<file path="config.mk">
export PLATFORM = sky130hd
export DESIGN_NAME = smc_top
export DESIGN_NICKNAME = d
export VERILOG_FILES = /design/src/shared/smc_pkg.sv /design/src/rtl/smc_top.sv
export VERILOG_INCLUDE_DIRS = /design/src /design/src/shared
export SDC_FILE = /design/constraint.sdc
export NUM_CORES = 1
export LEC_CHECK = 0
export BUFFER_PORTS_ARGS = -buffer_cell sky130_fd_sc_hd__buf_2
export CAP_MARGIN = 20
export CELL_PAD_IN_SITES_DETAIL_PLACEMENT = 1
export CELL_PAD_IN_SITES_GLOBAL_PLACEMENT = 1
export CORE_MARGIN = 3
export CORE_UTILIZATION = 40
export DETAILED_ROUTE_END_ITERATION = 8
export GPL_ROUTABILITY_DRIVEN = 0
export PLACE_DENSITY = 0.83
export SYNTH_ARGS = -nofsm -noshare
export SYNTH_HDL_FRONTEND = slang
export SYNTH_SLANG_ARGS = --single-unit
</file>
<file path="constraint.sdc">
create_clock -name CLK_IN -period 2.3 [get_ports CLK_IN]
set_input_delay 0.345 -clock CLK_IN [delete_from_list [all_inputs] [get_ports CLK_IN]]
set_output_delay 0.345 -clock CLK_IN [all_outputs]
set_load 0.02 [all_outputs]
</file>
<file path="src/shared/smc_cfg.svh">
// Register offsets, field positions, reset values and timing counts of the SPI master block.
`ifndef SMC_CFG_SVH
`define SMC_CFG_SVH

`define SMC_ADDR_W 8
`define SMC_OFF_CTRL 8'h00
`define SMC_OFF_ENABLE 8'h04
`define SMC_OFF_STATUS 8'h08
`define SMC_OFF_TXDATA 8'h0C
`define SMC_OFF_RXDATA 8'h10
`define SMC_OFF_CLKDIV 8'h14

`define SMC_CTRL_CE 6
`define SMC_CTRL_AUTO 5
`define SMC_CTRL_SRST 4
`define SMC_CTRL_SEL_HI 3
`define SMC_CTRL_SEL_LO 2
`define SMC_CTRL_DRV 1
`define SMC_CTRL_LSB 0

`define SMC_STAT_ACTIVE 2
`define SMC_STAT_RXFULL 1
`define SMC_STAT_TXEMPTY 0

`define SMC_SEL_FULL 2'h0
`define SMC_SEL_HALF 2'h1
`define SMC_DRV_RST 1'h1
`define SMC_TXEMPTY_RST 1'h1
`define SMC_DIV_RST 8'h04
`define SMC_LAST_SINGLE 3'h7
`define SMC_LAST_DUAL 3'h3

`endif

</file>
<file path="src/shared/smc_pkg.sv">
// Types shared by the SPI master control and status block.
package smc_pkg;

	typedef struct packed {
		logic chip_select_assert;
		logic auto_clear;
		logic [1:0] input_line_select;
		logic shared_line_drive_enable;
		logic low_bit_first;
	} smc_ctrl_t;

	typedef struct packed {
		logic active;
		logic receive_holding_full;
		logic transmit_holding_empty;
	} smc_status_t;

	typedef enum logic {
		SMC_IDLE = 1'b0,
		SMC_SHIFT = 1'b1
	} smc_state_t;

endpackage

</file>
<file path="src/rtl/smc_top.sv">
// SPI master control, status, shift engine and APB register slave.
`timescale 1ns/100ps
`include "smc_cfg.svh"

//----------------------------------------------------------------------------
// Overview of operation
//----------------------------------------------------------------------------

module smc_top (
	// Clock and reset
	input wire logic CLK_IN,
	input wire logic RST_N_IN,
	// APB slave
	input wire logic PSEL_IN,
	input wire logic PENABLE_IN,
	input wire logic PWRITE_IN,
	input wire logic [`SMC_ADDR_W-1:0] PADDR_IN,
	input wire logic [31:0] PWDATA_IN,
	output logic [31:0] PRDATA_OUT,
	output logic PREADY_OUT,
	output logic PSLVERR_OUT,
	// Serial link
	output logic CHIP_SELECT_N_OUT,
	output logic SERIAL_CLOCK_OUT,
	output logic SERIAL_OUT_LINE_OUT,
	output logic SERIAL_OUT_LINE_OE_OUT,
	input wire logic SERIAL_IN_LINE_A_IN,
	input wire logic SERIAL_IN_LINE_B_IN,
	// Interrupt request sources
	output logic RX_REQUEST_OUT,
	output logic TX_REQUEST_OUT
);

	//------------------------------------------------------------------------
	// Functions
	//------------------------------------------------------------------------
	function automatic logic [7:0] shift_in(input logic [7:0] sh, input logic a,
		input logic b, input logic lsb, input logic [1:0] sel);
		logic bit1;
		bit1 = (sel == `SMC_SEL_HALF) ? b : a;
		if (sel[1]) begin
			shift_in = lsb ? {b, a, sh[7:2]} : {sh[5:0], b, a};
		end else begin
			shift_in = lsb ? {bit1, sh[7:1]} : {sh[6:0], bit1};
		end
	endfunction

	function automatic logic out_bit(input logic [7:0] sh, input logic lsb);
		out_bit = lsb ? sh[0] : sh[7];
	endfunction

	//------------------------------------------------------------------------
	// Declarations
	//------------------------------------------------------------------------
	smc_pkg::smc_ctrl_t ctrl_reg;
	smc_pkg::smc_status_t stat;
	smc_pkg::smc_state_t state_reg;
	logic enable_reg;
	logic [7:0] div_reg;
	logic [7:0] div_cnt_reg;
	logic [7:0] tx_hold_reg;
	logic [7:0] rx_data_reg;
	logic [7:0] sh_reg;
	logic [2:0] bit_cnt_reg;
	logic pend_reg;
	logic txempty_reg;
	logic rxfull_reg;
	logic sck_reg;
	logic dir_reg;
	logic [1:0] sel_reg;
	logic cap_a_reg;
	logic cap_b_reg;
	logic a_s1_reg;
	logic a_s2_reg;
	logic b_s1_reg;
	logic b_s2_reg;
	logic pready_reg;
	logic acc;
	logic wr;
	logic clr;
	logic wr_tx;
	logic rd_rx;
	logic tick;
	logic load_now;
	logic byte_done;
	logic [1:0] eff_sel;
	logic [2:0] last_cnt;
	logic [7:0] sh_next;

	//------------------------------------------------------------------------
	// Bus decode
	//------------------------------------------------------------------------
	// One wait state lets read data come straight from a flip-flop.
	assign acc = PSEL_IN & PENABLE_IN & pready_reg;
	assign wr = acc & PWRITE_IN;
	assign clr = wr & (PADDR_IN == `SMC_OFF_CTRL) & PWDATA_IN[`SMC_CTRL_SRST];
	assign wr_tx = wr & (PADDR_IN == `SMC_OFF_TXDATA);
	assign rd_rx = acc & ~PWRITE_IN & (PADDR_IN == `SMC_OFF_RXDATA);

	//------------------------------------------------------------------------
	// Engine decode
	//------------------------------------------------------------------------
	assign eff_sel = dir_reg ? `SMC_SEL_FULL : sel_reg;
	assign last_cnt = eff_sel[1] ? `SMC_LAST_DUAL : `SMC_LAST_SINGLE;
	assign tick = enable_reg & (state_reg == smc_pkg::SMC_SHIFT) & (div_cnt_reg == div_reg);
	assign load_now = enable_reg & (state_reg == smc_pkg::SMC_IDLE) & pend_reg;
	assign byte_done = tick & sck_reg & (bit_cnt_reg == last_cnt);
	assign sh_next = shift_in(sh_reg, cap_a_reg, cap_b_reg, ctrl_reg.low_bit_first, eff_sel);
	assign stat.active = (state_reg == smc_pkg::SMC_SHIFT);
	assign stat.receive_holding_full = rxfull_reg;
	assign stat.transmit_holding_empty = txempty_reg;

	//------------------------------------------------------------------------
	// APB answer
	//------------------------------------------------------------------------
	always_ff @(posedge CLK_IN or negedge RST_N_IN) begin
		if (!RST_N_IN) begin
			pready_reg <= 1'b0;
			PRDATA_OUT <= 32'h0000_0000;
			PSLVERR_OUT <= 1'b0;
		end else begin
			pready_reg <= PSEL_IN & PENABLE_IN & ~pready_reg;
			PRDATA_OUT <= 32'h0000_0000;
			PSLVERR_OUT <= 1'b0;
			if (PSEL_IN & PENABLE_IN & ~pready_reg) begin
				unique case (PADDR_IN)
					`SMC_OFF_CTRL: begin
						PRDATA_OUT <= {25'h0, ctrl_reg.chip_select_assert, ctrl_reg.auto_clear,
							1'b0, ctrl_reg.input_line_select, ctrl_reg.shared_line_drive_enable,
							ctrl_reg.low_bit_first};
					end
					`SMC_OFF_ENABLE: PRDATA_OUT <= {31'h0, enable_reg};
					`SMC_OFF_STATUS: PRDATA_OUT <= {29'h0, stat};
					`SMC_OFF_TXDATA: PRDATA_OUT <= {24'h0, tx_hold_reg};
					`SMC_OFF_RXDATA: PRDATA_OUT <= {24'h0, rx_data_reg};
					`SMC_OFF_CLKDIV: PRDATA_OUT <= {24'h0, div_reg};
					default: PSLVERR_OUT <= 1'b1;
				endcase
			end
		end
	end
	assign PREADY_OUT = pready_reg;

	//------------------------------------------------------------------------
	// Control registers
	//------------------------------------------------------------------------
	always_ff @(posedge CLK_IN or negedge RST_N_IN) begin
		if (!RST_N_IN) begin
			ctrl_reg <= '{1'b0, 1'b0, 2'h0, `SMC_DRV_RST, 1'b0};
			enable_reg <= 1'b0;
			div_reg <= `SMC_DIV_RST;
			CHIP_SELECT_N_OUT <= 1'b1;
		end else if (clr) begin
			ctrl_reg <= '{1'b0, 1'b0, 2'h0, `SMC_DRV_RST, 1'b0};
			enable_reg <= 1'b0;
			div_reg <= `SMC_DIV_RST;
			CHIP_SELECT_N_OUT <= 1'b1;
		end else if (wr) begin
			if (PADDR_IN == `SMC_OFF_CTRL) begin
				ctrl_reg.chip_select_assert <= PWDATA_IN[`SMC_CTRL_CE];
				ctrl_reg.auto_clear <= PWDATA_IN[`SMC_CTRL_AUTO];
				ctrl_reg.input_line_select <= PWDATA_IN[`SMC_CTRL_SEL_HI:`SMC_CTRL_SEL_LO];
				ctrl_reg.shared_line_drive_enable <= PWDATA_IN[`SMC_CTRL_DRV];
				ctrl_reg.low_bit_first <= PWDATA_IN[`SMC_CTRL_LSB];
				CHIP_SELECT_N_OUT <= ~PWDATA_IN[`SMC_CTRL_CE];
			end
			if (PADDR_IN == `SMC_OFF_ENABLE) begin
				enable_reg <= PWDATA_IN[0];
			end
			if (PADDR_IN == `SMC_OFF_CLKDIV) begin
				div_reg <= PWDATA_IN[7:0];
			end
		end
	end

	//------------------------------------------------------------------------
	// Buffer flags
	//------------------------------------------------------------------------
	// Hardware set wins over a same-cycle software clear on both flags.
	always_ff @(posedge CLK_IN or negedge RST_N_IN) begin
		if (!RST_N_IN) begin
			tx_hold_reg <= 8'h00;
			rx_data_reg <= 8'h00;
			pend_reg <= 1'b0;
			txempty_reg <= `SMC_TXEMPTY_RST;
			rxfull_reg <= 1'b0;
		end else if (clr) begin
			tx_hold_reg <= 8'h00;
			rx_data_reg <= 8'h00;
			pend_reg <= 1'b0;
			txempty_reg <= `SMC_TXEMPTY_RST;
			rxfull_reg <= 1'b0;
		end else begin
			if (wr_tx) begin
				tx_hold_reg <= PWDATA_IN[7:0];
				pend_reg <= 1'b1;
			end else if (load_now) begin
				pend_reg <= 1'b0;
			end
			if (load_now) begin
				txempty_reg <= 1'b1;
			end else if (wr_tx) begin
				txempty_reg <= 1'b0;
			end else if (rd_rx & ctrl_reg.auto_clear) begin
				txempty_reg <= 1'b0;
			end
			if (byte_done) begin
				rx_data_reg <= sh_next;
				rxfull_reg <= 1'b1;
			end else if (rd_rx) begin
				rxfull_reg <= 1'b0;
			end
		end
	end
	assign RX_REQUEST_OUT = rxfull_reg;
	assign TX_REQUEST_OUT = txempty_reg;

	//------------------------------------------------------------------------
	// Input synchronisers
	//------------------------------------------------------------------------
	always_ff @(posedge CLK_IN or negedge RST_N_IN) begin
		if (!RST_N_IN) begin
			a_s1_reg <= 1'b0;
			a_s2_reg <= 1'b0;
			b_s1_reg <= 1'b0;
			b_s2_reg <= 1'b0;
		end else begin
			a_s1_reg <= SERIAL_IN_LINE_A_IN;
			a_s2_reg <= a_s1_reg;
			b_s1_reg <= SERIAL_IN_LINE_B_IN;
			b_s2_reg <= b_s1_reg;
		end
	end

	//------------------------------------------------------------------------
	// Shift engine
	//------------------------------------------------------------------------
	// Mode 0: data changes on the falling edge and is sampled on the rising edge.
	// Dropping the enable mid-byte aborts that byte; its pending byte is kept.
	always_ff @(posedge CLK_IN or negedge RST_N_IN) begin
		if (!RST_N_IN) begin
			state_reg <= smc_pkg::SMC_IDLE;
			sh_reg <= 8'h00;
			bit_cnt_reg <= 3'h0;
			div_cnt_reg <= 8'h00;
			sck_reg <= 1'b0;
			SERIAL_OUT_LINE_OUT <= 1'b0;
			cap_a_reg <= 1'b0;
			cap_b_reg <= 1'b0;
		end else if (clr || !enable_reg) begin
			state_reg <= smc_pkg::SMC_IDLE;
			bit_cnt_reg <= 3'h0;
			div_cnt_reg <= 8'h00;
			sck_reg <= 1'b0;
			SERIAL_OUT_LINE_OUT <= 1'b0;
			if (clr) begin
				sh_reg <= 8'h00;
			end
		end else begin
			unique case (state_reg)
				smc_pkg::SMC_IDLE: begin
					if (load_now) begin
						sh_reg <= tx_hold_reg;
						SERIAL_OUT_LINE_OUT <= out_bit(tx_hold_reg, ctrl_reg.low_bit_first);
						bit_cnt_reg <= 3'h0;
						div_cnt_reg <= 8'h00;
						state_reg <= smc_pkg::SMC_SHIFT;
					end
				end
				smc_pkg::SMC_SHIFT: begin
					div_cnt_reg <= tick ? 8'h00 : div_cnt_reg + 8'h01;
					if (tick && !sck_reg) begin
						sck_reg <= 1'b1;
						cap_a_reg <= a_s2_reg;
						cap_b_reg <= b_s2_reg;
					end else if (tick) begin
						sck_reg <= 1'b0;
						sh_reg <= sh_next;
						SERIAL_OUT_LINE_OUT <= out_bit(sh_next, ctrl_reg.low_bit_first);
						bit_cnt_reg <= bit_cnt_reg + 3'h1;
						if (byte_done) begin
							state_reg <= smc_pkg::SMC_IDLE;
						end
					end
				end
			endcase
		end
	end
	assign SERIAL_CLOCK_OUT = sck_reg;

	//------------------------------------------------------------------------
	// Latched link mode
	//------------------------------------------------------------------------
	// Direction and input choice are copied only while no byte is shifting, so a
	// control write in mid-byte cannot turn the out line round or swap the inputs.
	always_ff @(posedge CLK_IN or negedge RST_N_IN) begin
		if (!RST_N_IN) begin
			dir_reg <= `SMC_DRV_RST;
			sel_reg <= `SMC_SEL_FULL;
		end else if (clr) begin
			dir_reg <= `SMC_DRV_RST;
			sel_reg <= `SMC_SEL_FULL;
		end else if (!enable_reg || state_reg == smc_pkg::SMC_IDLE) begin
			dir_reg <= ctrl_reg.shared_line_drive_enable;
			sel_reg <= ctrl_reg.input_line_select;
		end
	end

	//------------------------------------------------------------------------
	// Out line direction
	//------------------------------------------------------------------------
	// Full duplex drives whenever enabled; half duplex and dual follow the latched direction.
	always_ff @(posedge CLK_IN or negedge RST_N_IN) begin
		if (!RST_N_IN) begin
			SERIAL_OUT_LINE_OE_OUT <= 1'b0;
		end else begin
			SERIAL_OUT_LINE_OE_OUT <= enable_reg & ~clr &
				((sel_reg == `SMC_SEL_FULL) | dir_reg);
		end
	end

endmodule

</file>
==> run metrics <==
pins over their slew limit 0; worst skew pair latency 0.36 ns; hold_ws 0.0862 ns; CTS Sinks 77; Min-Delay Path Class in -> reg; Crit path largest cell delay 0.44 ns; port bufs 38; Hold Vio Cnt, Final 0; critical path cell sequence xnor2_1 > nor4bb_1 > buf_4 > nand2_1 > nor4_2 > mux2_1; Mapped Cells 423; Post-synth top flop dfrtp_1; Die ar. 0.0117 sq mm; ranking of synthesized cells by area dfrtp_1, mux2i_1, buf_4, a21oi_1, nand2_1; Buf/Inv on CP 1; worst setup path class reg -> reg; Worst Path Arrival 2.39 ns; relative slew slack 61.0%; Final Cell Area 0.00474 sq mm; DRT Wirelength 11900 microns; Ports 87; area leader, netlist dfrtp_1; area post-placement 0.00452 sq mm; dpl ws 0.113 ns; total power 2.66 mW; CTS H-Tree Depth 3; 1st-pass router iterations 5; Placed Cells incl. Taps 591; ys async rst share 100%; sw frac 25.4%; RSZ-0062 raised after global routing no; clk root buf clkbuf_8; post-synthesis compound-gate area fraction 12.4%; VDD IR max 378 uV; worst reg2reg startpoint div_cnt_reg[6]; final setup vio count 0; total negative setup slack 0 ns; Clock power frac 39.0%; main combinational cell family by area after synthesis simple AND/OR/NAND/NOR gates; DP HPWL 8900 microns; Crit path max-delay family simple AND/OR/NAND/NOR gates; initial antenna violation count 0; average wire per standard cell 19.6 microns; post-synth cell types 54; PnR worst setup slack 0.155 ns; Layout area overhead 13.2%; post-layout util 47.6%; Seq/Total Area, Yosys 46.1%; Yosys reg bits 77; Antenna Cells 0; Int Pwr 1.98 mW; hold endpoint a_s1_reg; layout net count 520; fmax 466 MHz; die height 108 microns; Core Rows 36; Worst Skew 0.0134 ns; Initial DRC Count 187; Post-Synth Adder-Cell Area 0.597%; Worst-path clk slew 0.09 ns; CTS tree yes; Final Non-Filler Cells 609; Mean Syn Cell Area 9.90 sq um; Core ar. 0.00995 sq mm; first-pass GRT wire length 18900 microns; max-cap violation count 0; Tmin final 2.15 ns; Post-Syn Area 0.00419 sq mm; mux cell area share after synthesis 11.4%; DRT antenna net count 0; Vias 3476; Worst path slowest cell dfrtp_1; share of layout cells above drive strength 1 20.6%; Worst R2R Path Depth 6; Reg2Reg Setup Slack 0.15 ns; drt drc 0; critical path startpoint category register; Lkg Pwr 2.13 nW; Critical R2R Capture cap_a_reg; CP max FO 8; Post-Synth XOR/XNOR Area 2.30%; Hold Path Depth 1; Comb pwr share 8.3%; yosys warns 0; die width 108 microns; fill cell count 1160; critical path endpoint category register; sequential power share 52.6%; Clock Path Buffers 2; largest net degree at the start of global routing 47; drt via density 5.71; Total GRT Usage 21.1%; number of global-route vias before repair 3517; CTS Buf Count 9; Post-synth EDFFs 0; actual slew at the worst max-slew pin 0.584 ns; Net Switching 677 uW; starting density of the core 42.1%; pwr dens 561 mW/mm^2; aggregate global routing overflow 0; origin of the worst min-delay path SERIAL_IN_LINE_A_IN; outcome complete, no violations; Yosys top cell area share 43.0%; critical path data required time 2.55 ns; fin crit share 93.3%; Synth Area in Simple Gates 19.9%
kinds of logic after synthesis:
kind of cell | Yosys count
AND/OR/NAND/NOR | 161
AO/OA/AOI/OAI | 84
flip-flops | 77
buffers and inverters | 49
multiplexers | 38
XOR/XNOR | 11
adder cells (fa/ha/maj) | 2
other | 1
cells in the final DEF, fill, tap and decap left out, drive strengths merged, types with 2 or more instances in the layout:
cell	netlist	routed
clkbuf	9	12
nor2	35	35
and4	2	2
nand2b	8	8
nand3b	3	3
inv	2	2
nand3	24	24
a22oi	10	10
xor2	4	4
mux2i	25	25
a32oi	3	3
mux4	7	7
and2	5	5
nor2b	3	3
a21oi	34	34
and3	7	7
nor3b	2	2
buf	38	60
mux2	6	6
clkinvlp	0	2
xnor2	7	7
conb	1	24
o31ai	3	3
dfrtp	72	72
nor3	15	15
a22o	2	2
nor4	2	2
dfstp	5	5
ha	2	2
nand2	44	44
a211oi	4	4
nor4b	2	2
a31oi	4	4
nand4	6	6
o21ai	14	14
a221oi	2	2
cell usage after synthesis, types with 3 or more instances:
library cell and number:
a21oi_1 34, o21ai_0 10, nor2b_1 3, mux2i_1 25, mux2_2 4, clkbuf_1 9, dfrtp_1 72, dfstp_2 5
buf_4 26, nor2_1 35, a32oi_1 3, nand4_1 6, and2_1 5, xnor2_1 7, nand3_1 23, and3_1 7
o21ai_1 4, nand2b_1 8, nand3b_1 3, o31ai_1 3, xor2_1 4, nand2_1 44, nor3_1 14, a22oi_1 10
mux4_2 7, a31oi_1 4, a211oi_1 4, buf_2 9
cell type report:
| class | count | area, sq um | area share (%) |
|---|---|---|---|
| multi-input combinational | 320 | 2050 | 43.2 |
| sequential | 77 | 1930 | 40.8 |
| timing repair buffer | 61 | 393 | 8.28 |
| tap | 133 | 166 | 3.51 |
| clock buffer | 12 | 145 | 3.06 |
| clock inverter | 4 | 50.0 | 1.06 |
| inverter | 2 | 7.51 | 0.158 |
power by group through the flow:
stage / combinational [mW] / clock, mW / sequential (mW)
2_1_floorplan: 0.154 / 0 / 1.42
3_3_place_gp: 0.211 / 0 / 1.42
3_5_place_dp: 0.219 / 0 / 1.43
4_1_cts: 0.222 / 1.06 / 1.40
5_1_grt: 0.241 / 1.12 / 1.40
6_report: 0.222 / 1.04 / 1.40
worst register-to-register path, stage by stage, from the launching register on:
cell	delay, ns
dfrtp_1	0.44
xnor2_1	0.22
nor4bb_1	0.38
buf_4	0.23
nand2_1	0.07
nor4_2	0.33
mux2_1	0.36
layer usage:
metal | vias up | part of all wire (%) | GRT usage, %
met5 | - | 0 | 0
met4 | 0 | 2.1 | 5.95
met1 | 1762 | 41 | 28.1
li1 | 1576 | - | -
met2 | 115 | 51 | 35.3
met3 | 23 | 5.8 | 3.76
worst max-delay path by stage:
| stage | slack [ns] | cells past startpoint | to | from |
|---|---|---|---|---|
| after global placement | 0.16 | 6 | TX_REQUEST_OUT | PADDR_IN[0] |
| final | 0.15 | 6 | cap_a_reg | div_cnt_reg[6] |
| after floorplan | 0.36 | 6 | div_reg[5] | PADDR_IN[0] |
| after global routing | 0.02 | 6 | cap_b_reg | div_cnt_reg[6] |
| after CTS | 0.14 | 6 | rx_data_reg[4] | div_reg[6] |
| after detailed placement | 0.11 | 6 | TX_REQUEST_OUT | PADDR_IN[0] |
what timing repair did:
action,in CTS,in global routing
gates resized for setup,0,2
setup endpoints to repair,0,7
hold buffers,1,0
hold endpoints to repair,30,0
setup buffers,0,1
Note: power is estimated with default switching activity, not from simulation.
